### config.mk
export PLATFORM = sky130hd
export DESIGN_NAME = lke_ctrl
export DESIGN_NICKNAME = d
export VERILOG_FILES = /design/src/inc/lke_pkg.sv /design/src/inc/lke_edge_if.sv /design/src/rtl/lke_irq_edge.sv /design/src/rtl/lke_ctrl.sv
export SDC_FILE = /design/constraint.sdc
export NUM_CORES = 1
export LEC_CHECK = 0
export ABC_AREA = 1
export BUFFER_PORTS_ARGS = -buffer_cell sky130_fd_sc_hd__buf_2
export CAP_MARGIN = 0
export CORE_AREA = 8 8 88 90
export CTS_CLUSTER_SIZE = 20
export DETAILED_ROUTE_END_ITERATION = 7
export DIE_AREA = 0 0 96 98
export PLACE_DENSITY = 0.87
export SYNTH_ARGS = -nofsm -noshare
export SYNTH_HDL_FRONTEND = slang
export SYNTH_SLANG_ARGS = --single-unit
### constraint.sdc
create_clock -name clk_sys_i -period 1.6 [get_ports clk_sys_i]
set_clock_uncertainty 0.05 [all_clocks]
set_input_delay 0.08 -clock clk_sys_i [delete_from_list [all_inputs] [get_ports clk_sys_i]]
set_output_delay 0.08 -clock clk_sys_i [all_outputs]
set_load 0.02 [all_outputs]
### src/inc/lke_pkg.sv
// lke_pkg: constants for the legacy keyboard emulation control block.
// assumes: a single host-controller clock domain shared by every user of the package.
package lke_pkg;

	// ==========================================================
	// host i/o ports seen by the emulation decode
	localparam logic [7:0] IO_DATA_PORT = 8'h60;
	localparam logic [7:0] IO_CMD_PORT = 8'h64;
	localparam logic [7:0] A20_CMD_BYTE = 8'hD1;
	// bit of the byte written to the data port that carries the requested gate a20 level
	localparam int A20_DATA_BIT = 1;

	// ==========================================================
	// register select codes on the operational register port
	localparam logic [2:0] SEL_CONTROL = 3'h0;
	localparam logic [2:0] SEL_STATUS = 3'h1;
	localparam logic [2:0] SEL_INPUT = 3'h2;
	localparam logic [2:0] SEL_OUTPUT = 3'h3;
	localparam logic [2:0] SEL_ROUTING = 3'h4;

	// ==========================================================
	// emulation_control bit positions
	localparam int CTL_EMUL_ON = 0;
	localparam int CTL_EMUL_IRQ = 1;
	localparam int CTL_CHAR_WAITING = 2;
	localparam int CTL_LEGACY_GATE = 3;
	localparam int CTL_EXT_GATE = 4;
	localparam int CTL_A20_SEQ = 5;
	localparam int CTL_KBD_SEEN = 6;
	localparam int CTL_MOUSE_SEEN = 7;
	localparam int CTL_A20_STATE = 8;

	// ==========================================================
	// emulation_status bit positions
	localparam int STS_OUT_FULL = 0;
	localparam int STS_IN_FULL = 1;
	localparam int STS_CMD_OR_DATA = 3;
	localparam int STS_AUX_OUT_FULL = 5;

	// ==========================================================
	// routing field positions and reset values
	localparam int RT_EN_KBD = 0;
	localparam int RT_EN_MOUSE = 1;
	localparam int RT_BLK_KBD = 2;
	localparam int RT_BLK_MOUSE = 3;
	localparam logic [3:0] ROUTING_RESET = 4'h3;
	localparam logic [7:0] BYTE_RESET = 8'h00;
	localparam logic [31:0] WORD_ZERO = 32'h0000_0000;

endpackage

### src/inc/lke_edge_if.sv
// lke_edge_if: carries one synchronised irq level and its rising-edge pulse.
// assumes: producer and consumer share clk_sys_i.
interface lke_edge_if;
	timeunit 1ns;
	timeprecision 1ps;
	logic level;
	logic rise;
	modport src (output level, output rise);
	modport dst (input level, input rise);
endinterface

### src/rtl/lke_irq_edge.sv
// lke_irq_edge: two-stage synchroniser and rising-edge detector for one irq pin.
// assumes: the pin is asynchronous to clk_sys_i; reset is synchronous, active low.
module lke_irq_edge (
	// clock and reset
	input wire logic clk_sys_i,
	input wire logic nrst_i,
	// raw pin
	input wire logic pin_i,
	// synchronised result
	lke_edge_if.src edge_o
);
	timeunit 1ns;
	timeprecision 1ps;

	logic meta_q;
	logic sync_q;
	logic last_q;

	// ==========================================================
	// synchroniser: meta_q is read only by sync_q
	always_ff @(posedge clk_sys_i) begin
		if (!nrst_i) begin
			meta_q <= 1'b0;
			sync_q <= 1'b0;
		end else begin
			meta_q <= pin_i;
			sync_q <= meta_q;
		end
	end

	// ==========================================================
	// edge detect on the settled level
	always_ff @(posedge clk_sys_i) begin
		if (!nrst_i) begin
			last_q <= 1'b0;
		end else begin
			last_q <= sync_q;
		end
	end

	assign edge_o.level = sync_q;
	assign edge_o.rise = sync_q & ~last_q;

endmodule

### src/rtl/lke_ctrl.sv
// lke_ctrl: legacy keyboard and mouse emulation control and status.
// assumes: one host-controller clock; io and register strobes are one-cycle pulses
// from logic on the same clock; kbc irq pins are asynchronous.

// Notes on behaviour
// emulation on enables port decode and irqs; here the decode, the input-full irq term and the kbc line pass-through depend on it
// bit 1 is live decode, read-only
// char waiting raises interrupt while output empty
// legacy gate drives kbd or mouse irq
// external irq gate raises interrupt on a seen kbc irq
// D1h to command port starts a20 sequence
// keyboard irq rise sets flag, write-1 clears
// mouse irq rise sets flag, write-1 clears
// a20 state compared with data port write
// routing nibble resets to 3, enable/block bits
// routing register only in first instance
// data port read empties output buffer
// port writes fill input buffer, except a20
// data port clears, command port sets cmd flag
// sync kbc irqs; interrupt ORs all conditions
// control bits 31:9 read zero
module lke_ctrl #(
	parameter bit FIRST_INSTANCE = 1'b1
) (
	// clock and reset
	input wire logic clk_sys_i,
	input wire logic nrst_i,
	// host i/o port access
	input wire logic io_rd_i,
	input wire logic io_wr_i,
	input wire logic [7:0] io_addr_i,
	input wire logic [7:0] io_wdata_i,
	output logic io_claim_o,
	output logic [7:0] io_rdata_o,
	// operational register access by emulation software
	input wire logic reg_rd_i,
	input wire logic reg_wr_i,
	input wire logic [2:0] reg_sel_i,
	input wire logic [31:0] reg_wdata_i,
	output logic [31:0] reg_rdata_o,
	// external keyboard controller irqs
	input wire logic kbc_kbd_irq_i,
	input wire logic kbc_mouse_irq_i,
	// interrupt outputs
	output logic kbd_irq_o,
	output logic mouse_irq_o,
	output logic emul_irq_o
);
	timeunit 1ns;
	timeprecision 1ps;

	// control state
	logic emul_on_q;
	logic char_waiting_q;
	logic legacy_irq_gate_q;
	logic ext_kbc_irq_gate_q;
	logic a20_cmd_seq_flag_q;
	logic kbd_irq_seen_q;
	logic mouse_irq_seen_q;
	logic a20_line_state_q;
	// status and data state
	logic [7:0] status_q;
	logic [7:0] in_data_q;
	logic [7:0] out_data_q;
	logic [3:0] routing_q;
	// decodes
	logic io_data_rd;
	logic io_data_wr;
	logic io_cmd_rd;
	logic io_cmd_wr;
	logic a20_match;
	logic in_full_set;
	logic out_full_clr;
	logic wr_ctl;
	logic wr_sts;
	logic wr_in;
	logic wr_out;
	logic emul_irq_condition;
	logic [31:0] ctl_word;
	logic kbd_src;
	logic mouse_src;

	lke_edge_if kbd_edge ();
	lke_edge_if mouse_edge ();

	// ==========================================================
	// kbc irq synchronisers
	lke_irq_edge u_kbd_edge (
		.clk_sys_i(clk_sys_i),
		.nrst_i(nrst_i),
		.pin_i(kbc_kbd_irq_i),
		.edge_o(kbd_edge)
	);

	lke_irq_edge u_mouse_edge (
		.clk_sys_i(clk_sys_i),
		.nrst_i(nrst_i),
		.pin_i(kbc_mouse_irq_i),
		.edge_o(mouse_edge)
	);

	// ==========================================================
	// host i/o decode, live only while emulation is on
	assign io_data_rd = emul_on_q & io_rd_i & (io_addr_i == lke_pkg::IO_DATA_PORT);
	assign io_cmd_rd = emul_on_q & io_rd_i & (io_addr_i == lke_pkg::IO_CMD_PORT);
	assign io_data_wr = emul_on_q & io_wr_i & (io_addr_i == lke_pkg::IO_DATA_PORT);
	assign io_cmd_wr = emul_on_q & io_wr_i & (io_addr_i == lke_pkg::IO_CMD_PORT);
	assign io_claim_o = io_data_rd | io_cmd_rd | io_data_wr | io_cmd_wr;

	// a data write that asks for the a20 level already present needs no software
	assign a20_match = (io_wdata_i[lke_pkg::A20_DATA_BIT] == a20_line_state_q);
	assign in_full_set = (io_cmd_wr & (io_wdata_i != lke_pkg::A20_CMD_BYTE))
		| (io_data_wr & ~(a20_cmd_seq_flag_q & a20_match));
	assign out_full_clr = io_data_rd;

	// ==========================================================
	// register write strobes
	assign wr_ctl = reg_wr_i & (reg_sel_i == lke_pkg::SEL_CONTROL);
	assign wr_sts = reg_wr_i & (reg_sel_i == lke_pkg::SEL_STATUS);
	assign wr_in = reg_wr_i & (reg_sel_i == lke_pkg::SEL_INPUT);
	assign wr_out = reg_wr_i & (reg_sel_i == lke_pkg::SEL_OUTPUT);

	// ==========================================================
	// emulation interrupt condition: pure decode, no storage
	assign emul_irq_condition =
		(char_waiting_q & ~status_q[lke_pkg::STS_OUT_FULL])
		| (emul_on_q & status_q[lke_pkg::STS_IN_FULL])
		| (ext_kbc_irq_gate_q & (kbd_irq_seen_q | mouse_irq_seen_q));

	// ==========================================================
	// software-owned control bits
	always_ff @(posedge clk_sys_i) begin
		if (!nrst_i) begin
			emul_on_q <= 1'b0;
			char_waiting_q <= 1'b0;
			legacy_irq_gate_q <= 1'b0;
			ext_kbc_irq_gate_q <= 1'b0;
			a20_line_state_q <= 1'b0;
		end else if (wr_ctl) begin
			emul_on_q <= reg_wdata_i[lke_pkg::CTL_EMUL_ON];
			char_waiting_q <= reg_wdata_i[lke_pkg::CTL_CHAR_WAITING];
			legacy_irq_gate_q <= reg_wdata_i[lke_pkg::CTL_LEGACY_GATE];
			ext_kbc_irq_gate_q <= reg_wdata_i[lke_pkg::CTL_EXT_GATE];
			a20_line_state_q <= reg_wdata_i[lke_pkg::CTL_A20_STATE];
		end
	end

	// ==========================================================
	// a20 sequence flag: a command port write wins over a software write
	always_ff @(posedge clk_sys_i) begin
		if (!nrst_i) begin
			a20_cmd_seq_flag_q <= 1'b0;
		end else if (io_cmd_wr) begin
			a20_cmd_seq_flag_q <= (io_wdata_i == lke_pkg::A20_CMD_BYTE);
		end else if (wr_ctl) begin
			a20_cmd_seq_flag_q <= reg_wdata_i[lke_pkg::CTL_A20_SEQ];
		end
	end

	// ==========================================================
	// irq-seen flags: a rise in the clearing cycle keeps the flag set
	always_ff @(posedge clk_sys_i) begin
		if (!nrst_i) begin
			kbd_irq_seen_q <= 1'b0;
		end else if (kbd_edge.rise) begin
			kbd_irq_seen_q <= 1'b1;
		end else if (wr_ctl & reg_wdata_i[lke_pkg::CTL_KBD_SEEN]) begin
			kbd_irq_seen_q <= 1'b0;
		end
	end

	always_ff @(posedge clk_sys_i) begin
		if (!nrst_i) begin
			mouse_irq_seen_q <= 1'b0;
		end else if (mouse_edge.rise) begin
			mouse_irq_seen_q <= 1'b1;
		end else if (wr_ctl & reg_wdata_i[lke_pkg::CTL_MOUSE_SEEN]) begin
			mouse_irq_seen_q <= 1'b0;
		end
	end

	// ==========================================================
	// status byte: software writes first, port side effects override, except a software 1 to output full beats a data port read
	always_ff @(posedge clk_sys_i) begin
		if (!nrst_i) begin
			status_q <= lke_pkg::BYTE_RESET;
		end else begin
			if (wr_sts) begin
				status_q <= reg_wdata_i[7:0];
			end
			if (out_full_clr & ~(wr_sts & reg_wdata_i[lke_pkg::STS_OUT_FULL])) begin
				status_q[lke_pkg::STS_OUT_FULL] <= 1'b0;
			end
			if (in_full_set) begin
				status_q[lke_pkg::STS_IN_FULL] <= 1'b1;
			end
			if (io_data_wr) begin
				status_q[lke_pkg::STS_CMD_OR_DATA] <= 1'b0;
			end else if (io_cmd_wr) begin
				status_q[lke_pkg::STS_CMD_OR_DATA] <= 1'b1;
			end
		end
	end

	// ==========================================================
	// data bytes; port writes capture the byte, direct access has no side effect
	always_ff @(posedge clk_sys_i) begin
		if (!nrst_i) begin
			in_data_q <= lke_pkg::BYTE_RESET;
		end else if (io_data_wr | io_cmd_wr) begin
			in_data_q <= io_wdata_i;
		end else if (wr_in) begin
			in_data_q <= reg_wdata_i[7:0];
		end
	end

	always_ff @(posedge clk_sys_i) begin
		if (!nrst_i) begin
			out_data_q <= lke_pkg::BYTE_RESET;
		end else if (wr_out) begin
			out_data_q <= reg_wdata_i[7:0];
		end
	end

	// ==========================================================
	// legacy routing; later instances keep the fixed reset value
	always_ff @(posedge clk_sys_i) begin
		if (!nrst_i) begin
			routing_q <= lke_pkg::ROUTING_RESET;
		end else if (FIRST_INSTANCE && reg_wr_i && (reg_sel_i == lke_pkg::SEL_ROUTING)) begin
			routing_q <= reg_wdata_i[3:0];
		end
	end

	// emulated irq in every mode; while emulation is off the real kbc line is ORed in
	always_comb begin
		kbd_src = legacy_irq_gate_q & status_q[lke_pkg::STS_OUT_FULL]
			& ~status_q[lke_pkg::STS_AUX_OUT_FULL];
		mouse_src = legacy_irq_gate_q & status_q[lke_pkg::STS_OUT_FULL]
			& status_q[lke_pkg::STS_AUX_OUT_FULL];
		if (!emul_on_q) begin
			kbd_src = kbd_src | kbd_edge.level;
			mouse_src = mouse_src | mouse_edge.level;
		end
	end

	// ==========================================================
	// registered interrupt outputs
	always_ff @(posedge clk_sys_i) begin
		if (!nrst_i) begin
			kbd_irq_o <= 1'b0;
			mouse_irq_o <= 1'b0;
			emul_irq_o <= 1'b0;
		end else begin
			kbd_irq_o <= kbd_src & routing_q[lke_pkg::RT_EN_KBD]
				& ~routing_q[lke_pkg::RT_BLK_KBD];
			mouse_irq_o <= mouse_src & routing_q[lke_pkg::RT_EN_MOUSE]
				& ~routing_q[lke_pkg::RT_BLK_MOUSE];
			emul_irq_o <= emul_irq_condition;
		end
	end

	// ==========================================================
	// control word as read back; upper bits tie to zero
	always_comb begin
		ctl_word = lke_pkg::WORD_ZERO;
		ctl_word[lke_pkg::CTL_EMUL_ON] = emul_on_q;
		ctl_word[lke_pkg::CTL_EMUL_IRQ] = emul_irq_condition;
		ctl_word[lke_pkg::CTL_CHAR_WAITING] = char_waiting_q;
		ctl_word[lke_pkg::CTL_LEGACY_GATE] = legacy_irq_gate_q;
		ctl_word[lke_pkg::CTL_EXT_GATE] = ext_kbc_irq_gate_q;
		ctl_word[lke_pkg::CTL_A20_SEQ] = a20_cmd_seq_flag_q;
		ctl_word[lke_pkg::CTL_KBD_SEEN] = kbd_irq_seen_q;
		ctl_word[lke_pkg::CTL_MOUSE_SEEN] = mouse_irq_seen_q;
		ctl_word[lke_pkg::CTL_A20_STATE] = a20_line_state_q;
	end

	// ==========================================================
	// read data, one cycle after the strobe; routing is write-only
	always_ff @(posedge clk_sys_i) begin
		if (!nrst_i) begin
			reg_rdata_o <= lke_pkg::WORD_ZERO;
		end else if (reg_rd_i) begin
			unique case (reg_sel_i)
				lke_pkg::SEL_CONTROL: reg_rdata_o <= ctl_word;
				lke_pkg::SEL_STATUS: reg_rdata_o <= {24'h00_0000, status_q};
				lke_pkg::SEL_INPUT: reg_rdata_o <= {24'h00_0000, in_data_q};
				lke_pkg::SEL_OUTPUT: reg_rdata_o <= {24'h00_0000, out_data_q};
				default: reg_rdata_o <= lke_pkg::WORD_ZERO;
			endcase
		end
	end

	always_ff @(posedge clk_sys_i) begin
		if (!nrst_i) begin
			io_rdata_o <= lke_pkg::BYTE_RESET;
		end else if (io_data_rd) begin
			io_rdata_o <= out_data_q;
		end else if (io_cmd_rd) begin
			io_rdata_o <= status_q;
		end
	end

endmodule

# After elaboration in Yosys (flattened, before gate mapping)
# Cells that the tools add are included.
[op_classes]
n_eq_ne = 9
muxes = 16
n_bitwise = 48
n_reduce_logical = 11
[ops]
columns = ["op", "n"]
rows = [
  ["case mux 9 bit (4 select lines)", 1],
  ["two-way mux 8 bit", 4],
  ["bitwise AND 1 bit", 29],
  ["equality test 8 x 7 -> 1 bit, second input constant", 2],
  ["nonzero test 2 bit", 7],
  ["two-way mux 1 bit", 10],
  ["OR 1 bit", 10],
  ["NOT 1 bit", 9],
  ["equality test 8 bit, second input constant", 1],
  ["inequality test 8 bit, second input constant", 1],
  ["equality test 3 x 2 -> 1 bit, second input constant", 2],
  ["two-way mux 4 bit", 1],
  ["OR reduction 2 bit", 2],
  ["equality test 3 x 1 -> 1 bit, second input constant", 1],
  ["equality test 3 bit, second input constant", 1],
  ["zero test 3 bit", 1],
  ["equality test 1 bit", 1],
  ["logical AND 1 bit", 1],
]
[totals]
register_bits = 85
output_inout_bits = 44

# Longest topological paths before layout
# Gate-level depths: netlist of the first run.
[depth]
ltp_word = 6
depth_mapped = 11
depth_no_buf = 10

# By module
# From an unflattened synthesis of the first run, not the netlist that was laid out.
[hier_totals]
hier_cells = 439
hier_area_um2 = 3149.3
[modules_own_cells]
columns = ["mod", "instances", "cells_per_inst", "area_per_inst_um2", "seq_area_each_um2"]
rows = [
  ["lke_ctrl", 1, 417, 2964.1, 1121.1],
  ["lke_irq_edge", 2, 11, 92.6, 60.1],
]

# Worst setup path before layout of the first run
# OpenSTA, ideal clock, no wires.
[synth_timing]
path_type = "flip-flop to flip-flop"
start = "register emul_on_q"
end = "register in_data_q[0]"
setup_time_ns = 0.132
arrival_time_ns = 1.024
required_time_ns = 1.418
slack_ns = 0.394
stages_incl_launch_ff = 8
n_path_buf = 0
period_less_slack_ns = 1.206
path_cell_list = "dfxtp_1 nand2_1 inv_1 nand3_2 nand2_1 nand2_1 nand2_1 a21oi_1"
[synth_between]
elab_chain_cells = 4
[synth_rtl]
columns = ["element", "line_no", "text"]
rows = [
  ["start: declaration", "lke_ctrl.sv:53", "logic emul_on_q;"],
  ["start signal: assignment", "lke_ctrl.sv:140", "emul_on_q <= reg_wdata_i[lke_pkg::CTL_EMUL_ON];"],
  ["bitwise AND 1 bit *", "lke_ctrl.sv:106, lke_ctrl.sv:107", ""],
  ["bitwise AND 1 bit (on tied branches)", "lke_ctrl.sv:106, lke_ctrl.sv:107", ""],
  ["OR 1 bit *", "lke_ctrl.sv:210", "end else if (io_data_wr | io_cmd_wr) begin"],
  ["two-way mux 8 bit / nonzero test 2 bit (equally long branches)", "-", ""],
  ["end signal: assignment", "lke_ctrl.sv:209", "in_data_q <= lke_pkg::BYTE_RESET;"],
  ["end signal: assignment", "lke_ctrl.sv:211", "in_data_q <= io_wdata_i;"],
  ["end signal: assignment", "lke_ctrl.sv:213", "in_data_q <= reg_wdata_i[7:0];"],
  ["end: declaration", "lke_ctrl.sv:63", "logic [7:0] in_data_q;"],
]
# Mark *: on every way between the ends. The rest lies on a longest branch, timed or not.
# A chain may end at the register's enable or synchronous reset.

# Worst setup path after layout of the first run
[layout_timing]
start = "register emul_on_q"
end = "output io_claim_o"
[layout_between]
elab_chain_cells = 5
[layout_rtl]
columns = ["element", "line_no", "text"]
rows = [
  ["bitwise AND 1 bit", "lke_ctrl.sv:104, lke_ctrl.sv:105", ""],
  ["bitwise AND 1 bit (on tied branches)", "lke_ctrl.sv:104, lke_ctrl.sv:105", ""],
  ["OR 1 bit (2 in series)", "lke_ctrl.sv:108", "assign io_claim_o = io_data_rd | io_cmd_rd | io_data_wr | io_cmd_wr;"],
  ["OR 1 bit *", "lke_ctrl.sv:108", ""],
  ["end: declaration", "lke_ctrl.sv:33", "output logic io_claim_o,"],
]
# Marked as above.

==> results.md, run 1 <==
* Pin count of the biggest net entering global routing at 39
* Critical Path Source: emul_on_q
* Initial Util at 0.472
* Max_cap viols at 0
* Sink Count at 62
* Area delta synth->final at 17.3%
* Mean Syn Cell Area at 6.92 sq um
* Final setup TNS at 0 ns
* DR pass1 iterations at 5
* Fin cells at 592
* CP Capture Type: output port
* N_diodes at 0
* Num CTS Buffers at 9
* Via/cell ratio at 5.15
* Row count at 30
* Synthesized cell area at 3060 sq um
* WS Path Type: flip-flop to output port
* Max-slew violation total from the final report at 0
* Worst Hold Class: input port to flip-flop
* H-Tree Depth at 3
* IO Port Bufs at 56
* Fill count at 649
* Drt wl/cell at 13.9 um
* Count of different cell masters after synthesis at 28
* CTS clock-pin slew for the worst setup and hold paths at 0.07 ns
* First-pass GRT wire length at 13,400 um
* Worst vdd ir at 0.619 mV
* DR vias at 3,047
* Pwr Density at 950 nW/um^2
* Leak pwr at 1.76 nW
* Share of layout cells above drive strength 1 at 0.182
* Core Util, Final at 0.554
* Clock period minus final worst setup slack at 1.54 ns
* Final count of hold timing violations at 0
* Starting DRT DRC Count at 280
* Number of I/O pins at 103
* Placed cell count at 572
* YS warnings at 0
* Clock Tree Buf Depth at 2
* Total track usage at 0.177
* Final worst path period share at 0.963
* CP arrival at 1.41 ns
* Residual DRC count at 0
* Worst-path fanout max at 18
* CP Launch Type: flip-flop
* Vert. Die Dim at 98 um
* Post-CTS Setup Bufs at 0
* Drt total wl at 8230 um
* RSZ-0062 raised after global routing: no
* Sequential area share after synthesis at 0.405
* Hold path start: reg_wdata_i[4]
* Final Wtd Congestion at 0.949
* Grt ovf at 0
* Synthesized flop and latch total at 62
* # setup viols final at 0
* CTS tree: built
* Die ar. at 9410 sq um
* Vias in the first global route at 2,837
* Hold_ws at 0.00959 ns
* Cell count after synthesis at 443
* Pwr Total at 0.00341 W
* F_max at 649 MHz
* RR Startpoint: emul_on_q
* Root Driver: clkbuf_8
* Initial antenna violation count at 0
* Die width at 96 um
* Core area at 6490 sq um
* Skew-Pair Late Insertion Delay at 0.34 ns
* ANT nets after route at 0
* Outcome: completed
* Post-detail-place hpwl at 6260 um
* Worst endpoint required time at 1.47 ns
* # nets final at 566
registers in the layout, indices dropped and copies added, names as in the netlist, 4 cells and up:
register     cells
status_q         8
routing_q        4
in_data_q        8
out_data_q       8
io_rdata_o       8
reg_rdata_o      9
cells by family after synthesis:
logic type	share of synthesized area
AOI/OAI and AO/OA	0.134
buffers and inverters	0.157
DFF	0.405
other	0.00122
and+or+nand+nor	0.303
layer usage:
layer	global-route usage	vias up	share of wire
met5	0	-	0
met4	0.0521	0	0.015
met3	0.0483	16	0.087
met2	0.287	148	0.49
met1	0.221	1364	0.41
li1	-	1519	-
path summary, 6_finish.rpt:
check                                          endpoint  slack, ns  cells after the start
worst max-delay path                         io_claim_o       0.06                      6
worst min-delay path                 ext_kbc_irq_gate_q       0.01                      3
worst max register to register            io_rdata_o[0]       0.16                      7
worst min register to register  u_kbd_edge.edge_o.level       0.37                      2
power breakdown:
group | switching [W] | total (W) | internal [W]
combinational | 0.000218 | 0.000316 | 0.0000975
clock | 0.000620 | 0.00149 | 0.000874
sequential | 0.0000241 | 0.00160 | 0.00158
total | 0.000863 | 0.00341 | 0.00255
worst max-delay path: stages, from the launching register on:
cell and delay (ns):
dfxtp_4 0.38, nand2_1 0.05, inv_1 0.11, nand3_2 0.12
buf_8 0.19, nand3_1 0.08, buf_4 0.15
cells in the mapped netlist:
| library cell | n | share of area |
|---|---|---|
| clkbuf_8 | 1 | 0.0045 |
| nor2_4 | 1 | 0.0037 |
| buf_2 | 5 | 0.0082 |
| nand3_2 | 1 | 0.0033 |
| buf_6 | 3 | 0.011 |
| a21oi_1 | 44 | 0.072 |
| nor3_4 | 2 | 0.011 |
| nand4_1 | 16 | 0.033 |
| nand2_4 | 1 | 0.0037 |
| inv_2 | 3 | 0.0037 |
| clkinv_1 | 1 | 0.0012 |
| nor2_2 | 2 | 0.0041 |
| a31oi_1 | 1 | 0.0020 |
| buf_4 | 24 | 0.059 |
| dfxtp_1 | 62 | 0.41 |
| inv_1 | 51 | 0.062 |
| clkbuf_1 | 6 | 0.0073 |
| o211ai_1 | 2 | 0.0049 |
| a32oi_1 | 1 | 0.0029 |
| nor2_1 | 17 | 0.021 |
| nor4_1 | 1 | 0.0020 |
| nor3_1 | 4 | 0.0065 |
| nand2_2 | 1 | 0.0020 |
| conb_1 | 1 | 0.0012 |
| nand3_1 | 39 | 0.064 |
| nand2_1 | 122 | 0.15 |
| a32o_1 | 1 | 0.0033 |
| o21ai_0 | 30 | 0.049 |
cell usage in the layout, fill, tap and decap left out, types with 2 or more instances in the layout:
cell type / instances
o21ai_0: 30
inv_2: 3
nand4_1: 16
conb_1: 23
buf_4: 10
o211ai_1: 2
dfxtp_1: 61
clkinv_2: 2
inv_1: 51
dlygate4sd3_1: 4
a21oi_1: 44
clkbuf_8: 9
bufinv_16: 2
nor3_4: 2
buf_2: 55
nor3_1: 4
nand2_1: 122
nor2_1: 17
nand3_1: 39
nor2_2: 2
stage by stage:
| stage | setup slack (ns) | cell area, sq um |
|---|---|---|
| after floorplan | 0.394 | 3150 |
| after global placement | 0.158 | 3330 |
| after detailed placement | 0.122 | 3330 |
| after CTS | 0.0280 | 3590 |
| after global routing | 0.00641 | 3590 |
| final | 0.0588 | 3590 |
layout make-up:
class	instances	area [sq um]	share of cell area
inverters	55	206	0.0574
multi-input cells	309	1420	0.396
flip-flops and latches	62	1240	0.346
clock inverters	6	86.3	0.0240
well taps	80	100	0.0278
repair buffers	70	405	0.113
clock buffers	10	128	0.0355
repair_timing:
action,4_1_cts,5_1_grt
hold buffers,4,0
gates resized for setup,2,3
setup endpoints to repair,1,1
endpoints found under the hold margin,4,0
(Power assumes the default switching activity.)
==> run 2: changes to the inputs <==
--- a/config.mk
+++ b/config.mk
@@ -12,6 +12,7 @@
 export CTS_CLUSTER_SIZE = 20
 export DETAILED_ROUTE_END_ITERATION = 7
 export DIE_AREA = 0 0 96 98
+export HOLD_SLACK_MARGIN = 0.15
 export PLACE_DENSITY = 0.87
 export SYNTH_ARGS = -nofsm -noshare
 export SYNTH_HDL_FRONTEND = slang
==> results.md, run 2 (synthesis gave the netlist of run 1 again) <==
* Most frequent cells in the layout: nand2_1 (122), dfxtp_1 (61), buf_2 (54)
* Area delta synth->final at 23.9%
* Total track usage at 0.186 (+0.00834)
* Clock period minus final worst setup slack at 1.54 ns (+0.00277 ns)
* F_max at 648 MHz (-0.18%)
* DR vias at 3,098 (+1.7%)
* CP Capture Type: output port
* Internal Power at 0.00258 W (+1.2%)
* Via/cell ratio at 5.07 (-1.5%)
* Pre-CTS setup slack at 0.122 ns (unchanged)
* Die width at 96 um (unchanged)
* Post-detail-place hpwl at 6260 um (unchanged)
* Max-slew violation total from the final report at 0 (unchanged)
* Final worst slack at 0.0560 ns (-0.00277 ns)
* # setup viols final at 0 (unchanged)
* Worst reg-to-reg setup slack at 0.14 ns (-0.02 ns)
* RSZ-0062 raised after global routing: no
* Share of layout cells above drive strength 1 at 0.179 (-0.00273)
* Critical-path cell list: nand2_1, inv_1, nand3_2, buf_8, nand3_1, buf_4
* Skew-Pair Late Insertion Delay at 0.34 ns (about the same)
* Number of I/O pins at 103 (unchanged)
* Final count of hold timing violations at 0 (unchanged)
* Top reg by flops: reg_rdata_o
* Max reg flops at 9 (unchanged)
* CP arrival at 1.41 ns (about the same)
* ANT nets after route at 0 (unchanged)
* Post-CTS Setup Bufs at 0 (unchanged)
* Leak pwr at 1.84 nW (+4.7%)
* Clock power share at 0.433 (-0.005)
* Outcome: completed
* CP Launch Type: flip-flop
* Initial Util at 0.472 (unchanged)
* Grt ovf at 0 (unchanged)
* CTS tree: built
* Drt total wl at 8460 um (+2.9%)
* Max_cap viols at 0 (unchanged)
* Final instance area at 3800 sq um (+5.6%)
* First-pass GRT wire length at 14,000 um (+4.4%)
* Pin count of the biggest net entering global routing at 39 (unchanged)
* Row count at 30 (unchanged)
* Clock Tree Buf Depth at 2 (unchanged)
* Commonest non-fill, non-tap cell in the layout: nand2_1
* Switching Fraction at 0.252 (about the same)
* N_diodes at 0 (unchanged)
* Residual DRC count at 0 (unchanged)
* DR pass1 iterations at 6 (+1)
* Final Wtd Congestion at 0.949 (unchanged)
* Comb power frac at 0.102 (+0.010)
* Final setup TNS at 0 ns (unchanged)
* Starting DRT DRC Count at 246 (-12%)
* Core Util, Final at 0.585 (+0.0310)
* Worst path slowest cell: dfxtp_4
* Critical path's largest stage delay at 0.38 ns (about the same)
* IO Port Bufs at 56 (unchanged)
* Core area at 6490 sq um (unchanged)
* Drt wl/cell at 13.8 um (-0.34%)
* Cell Area, Placed at 3330 sq um (unchanged)
* Pwr Total at 0.00345 W (+1.2%)
* Vert. Die Dim at 98 um (unchanged)
* CTS clock-pin slew for the worst setup and hold paths at 0.07 ns (about the same)
* Switch Pwr at 0.000872 W (+1.1%)
* Die ar. at 9410 sq um (unchanged)
* Seq pwr share at 0.465 (-0.005)
* Worst vdd ir at 0.628 mV (+1.5%)
* Worst endpoint required time at 1.47 ns (about the same)
* Vias in the first global route at 2,963 (+4.4%)
* Root Driver: clkbuf_8
* Final worst path period share at 0.965 (+0.00173)
* Initial antenna violation count at 0 (unchanged)
* Worst Hold Class: input port to flip-flop
* # nets final at 585 (+3.4%)
* WS Path Type: flip-flop to output port
* Worst-path fanout max at 18 (unchanged)
* Pwr Density at 910 nW/um^2 (-4.2%)
* Fill count at 607 (-6.5%)
* H-Tree Depth at 3 (unchanged)
* Sink Count at 62 (unchanged)
* Num CTS Buffers at 9 (unchanged)
-- run 2: power groups by stage --
| stage | combinational [W] | clock [W] | sequential, W |
|---|---|---|---|
| final | 0.000354 | 0.00150 | 0.00160 |
| after global routing | 0.000391 | 0.00158 | 0.00161 |
| after CTS | 0.000344 | 0.00151 | 0.00160 |
| after detailed placement | 0.000302 | 0 | 0.00164 |
| after global placement | 0.000296 | 0 | 0.00164 |
| after floorplan | 0.000240 | 0 | 0.00164 |
-- run 2: layout make-up --
cell class                      instances  area (sq um)  share of cell area
Timing Repair Buffer                   89           598               0.158
Inverter                               55           210              0.0554
Sequential cell                        62          1240               0.328
Clock buffer                           10           128              0.0336
Multi-Input combinational cell        309          1430               0.376
Clock inverter                          6          86.3              0.0227
Tap cell                               80           100              0.0264
-- run 2: final timing paths --
| path | start | cells after the start | to |
|---|---|---|---|
| worst max-delay path | emul_on_q | 6 | io_claim_o |
| worst max register to register | emul_on_q | 7 | in_data_q[6] |
| worst min-delay path | io_wr_i | 7 | status_q[1] |
| worst min register to register | routing_q[3] | 1 | mouse_irq_o |
-- run 2: worst max-delay path: cells and delay by family (launching register included) --
| kind | cells | cell delay [ns] |
|---|---|---|
| buf+inv | 3 | 0.45 |
| flops | 1 | 0.38 |
| simple gates | 3 | 0.25 |
-- run 2: per-stage QoR --
step	hold slack (ns)	cells
floorplan	0.128	465
global placement	0.215	572
detailed placement	0.213	572
CTS	0.192	611
global route	0.212	611
finish	0.195	611
-- run 2: per-layer routing --
layer / vias up / track usage / wire length, um
li1: 1554 / - / -
met1: 1387 / 0.228 / 3540
met2: 137 / 0.298 / 4100
met3: 20 / 0.0606 / 687
met4: 0 / 0.0544 / 140
met5: - / 0 / 0
-- run 2: timing repair --
action | CTS | global route
endpoints found under the hold margin | 46 | 0
cloned | 0 | 0
hold buffers | 23 | 0
gates resized for setup | 2 | 7
endpoints found under the setup margin | 1 | 10
==> run 3: changes to the inputs <==
--- a/config.mk
+++ b/config.mk
@@ -6,14 +6,15 @@
 export NUM_CORES = 1
 export LEC_CHECK = 0
 export ABC_AREA = 1
+export ABC_CLOCK_PERIOD_IN_PS = 1400
 export BUFFER_PORTS_ARGS = -buffer_cell sky130_fd_sc_hd__buf_2
 export CAP_MARGIN = 0
-export CORE_AREA = 8 8 88 90
+export CORE_AREA = 8 8 68 128
 export CTS_CLUSTER_SIZE = 20
 export DETAILED_ROUTE_END_ITERATION = 7
-export DIE_AREA = 0 0 96 98
+export DIE_AREA = 0 0 76 136
 export HOLD_SLACK_MARGIN = 0.15
-export PLACE_DENSITY = 0.87
+export PLACE_DENSITY = 0.84
 export SYNTH_ARGS = -nofsm -noshare
 export SYNTH_HDL_FRONTEND = slang
 export SYNTH_SLANG_ARGS = --single-unit
==> constraint.sdc (replaced) <==
create_clock -name clk_sys_i -period 1.4 [get_ports clk_sys_i]
set_clock_uncertainty 0.05 [all_clocks]
set_input_delay 0.07 -clock clk_sys_i [delete_from_list [all_inputs] [get_ports clk_sys_i]]
set_output_delay 0.07 -clock clk_sys_i [all_outputs]
set_load 0.02 [all_outputs]
==> results.md, run 3 (synthesis gave the netlist of run 1 again) <==
* Worst-path fanout max at 3 (-15)
* Share of layout cells above drive strength 1 at 0.187 (+0.00766)
* Worst Hold Class: input port to flip-flop
* Top reg by flops: reg_rdata_o
* Initial Util at 0.431 (-0.0404)
* Outcome: completed
* # setup viols final at 0 (unchanged)
* Post-CTS Setup Bufs at 0 (unchanged)
* # nets final at 590 (+0.85%)
* CTS tree: built
* CP Capture Type: output port
* Max reg flops at 9 (unchanged)
* Max-slew violation total from the final report at 0 (unchanged)
* Post-detail-place hpwl at 6230 um (-0.51%)
* Skew-Pair Late Insertion Delay at 0.33 ns (about the same)
* Drt wl/cell at 14.4 um (+3.7%)
* Most frequent cells in the layout: nand2_1 (122), dfxtp_1 (62), buf_2 (55)
* Cell Area, Placed at 3410 sq um (+2.6%)
* Sink Count at 62 (unchanged)
* RSZ-0062 raised after global routing: no
* Via/cell ratio at 5.11 (+0.68%)
* CP arrival at 1.21 ns (-0.20 ns)
* Hold_ws at 0.165 ns (-0.0297 ns)
* Pin count of the biggest net entering global routing at 39 (unchanged)
* Vias in the first global route at 3,172 (+7.1%)
* Pwr Density at 1170 nW/um^2 (+28%)
* Leak pwr at 1.92 nW (+4.6%)
* Cell count of the worst hold path at 3 (-4)
* Met1 global-route usage at 0.180 (-0.0484)
* Worst vdd ir at 0.849 mV (+35%)
* Die ar. at 10,300 sq um (+9.9%)
* Final worst path period share at 0.952
* CP Launch Type: flip-flop
* Vert. Die Dim at 136 um (+39%)
* Critical Path Source: emul_on_q
* CTS clock-pin slew for the worst setup and hold paths at 0.05 ns (-0.02 ns)
* Total track usage at 0.176 (-0.0100)
* Clock period minus final worst setup slack at 1.33 ns
* F_max at 750 MHz
* GR Util met3 at 0.0629 (+0.00228)
* IO Port Bufs at 56 (unchanged)
* Worst reg-to-reg setup slack at 0.10 ns (-0.04 ns)
* Clock Tree Buf Depth at 2 (unchanged)
* Drt total wl at 9020 um (+6.6%)
* ANT nets after route at 0 (unchanged)
* Final instance area at 3950 sq um (+4.1%)
* Commonest non-fill, non-tap cell in the layout: nand2_1
* R2R depth at 7 (unchanged)
* Final count of hold timing violations at 0 (unchanged)
* Root Driver: clkbuf_16
* FF-to-FF End: in_data_q[1]
* GR Util met2 at 0.310 (+0.0117)
* Row count at 44 (+47%)
* H-Tree Depth at 3 (unchanged)
* Crit path to: io_claim_o
* DR vias at 3,206 (+3.5%)
* Max_cap viols at 0 (unchanged)
* Area delta synth->final at 29.0%
* First-pass GRT wire length at 14,700 um (+5.3%)
* Final setup TNS at 0 ns (unchanged)
* N_diodes at 0 (unchanged)
* Num CTS Buffers at 9 (unchanged)
* Residual DRC count at 0 (unchanged)
* RR Startpoint: emul_on_q
* WS Path Type: flip-flop to output port
* Initial antenna violation count at 0 (unchanged)
* Core area at 7100 sq um (+9.4%)
* Starting DRT DRC Count at 325 (+32%)
* Final Wtd Congestion at 0.922 (-2.8%)
* Busiest grt layer: met2
* DR pass1 iterations at 6 (unchanged)
* Number of I/O pins at 103 (unchanged)
* Worst endpoint required time at 1.28 ns (-0.19 ns)
* Grt ovf at 0 (unchanged)
* Die width at 76 um (-21%)
-- run 3: cell types whose count changed in the layout (fill, tap and decap cells not counted), moves of 2 or more --
cell | previous run | this run
clkinv_2 | 2 | 0
clkbuf_1 | 1 | 3
buf_4 | 11 | 18
clkbuf_8 | 9 | 1
clkbuf_16 | 0 | 9
dlygate4sd3_1 | 23 | 20
-- run 3: layout make-up --
class,instances,area (sq um)
Clock buffer,13,250
Clock inverter,3,67.6
Fill cell,664,3150
Inverter,55,206
Multi-Input combinational cell,309,1440
Sequential cell,62,1240
Tap cell,92,115
Timing Repair Buffer,94,631
-- run 3: worst min-delay path by stage --
stage / slack (ns) / from / end
2_1_floorplan: 0.12 / kbc_kbd_irq_i / u_kbd_edge.meta_q
4_1_cts: 0.16 / reg_wr_i / emul_on_q
6_report: 0.17 / nrst_i / char_waiting_q
3_5_place_dp: 0.21 / kbc_kbd_irq_i / u_kbd_edge.meta_q
5_1_grt: 0.20 / reg_wr_i / emul_on_q
3_3_place_gp: 0.20 / kbc_kbd_irq_i / u_kbd_edge.meta_q
-- run 3: stage by stage --
stage	utilization	setup slack (ns)	std cells	power (W)
CTS	0.554	0.0344	628	0.00463
global route	0.557	0.00158	628	0.00478
floorplan	-	0.194	465	0.00215
detailed placement	0.481	0.0368	592	0.00223
global placement	0.481	0.0694	592	0.00222
finish	0.557	0.0668	628	0.00462
-- run 3: worst max-delay path, stage by stage (launching register included) --
cell     delay [ns]
dfxtp_1        0.34
nand2_1        0.07
inv_2          0.10
nand3_2        0.11
nand3_1        0.11
buf_4          0.14
-- run 3: power breakdown --
part / leakage (nW) / switching, W / internal, W / total [W]
logic: 1.27 / 0.000266 / 0.000149 / 0.000414
clock network: 0.150 / 0.000759 / 0.00161 / 0.00237
registers: 0.503 / 0.0000278 / 0.00181 / 0.00184
total: 1.92 / 0.00105 / 0.00357 / 0.00462
-- run 3: routing by layer --
layer  wire length (um)  vias up
li1                   -     1565
met5                  0        -
met4                273        0
met2               4590      161
met3                807       23
met1               3350     1457
-- run 3: repair_timing --
action / 4_1_cts / 5_1_grt
gates resized for setup: 2 / 3
hold endpoints to repair: 47 / 0
hold buffers: 20 / 0
endpoints found under the setup margin: 1 / 2
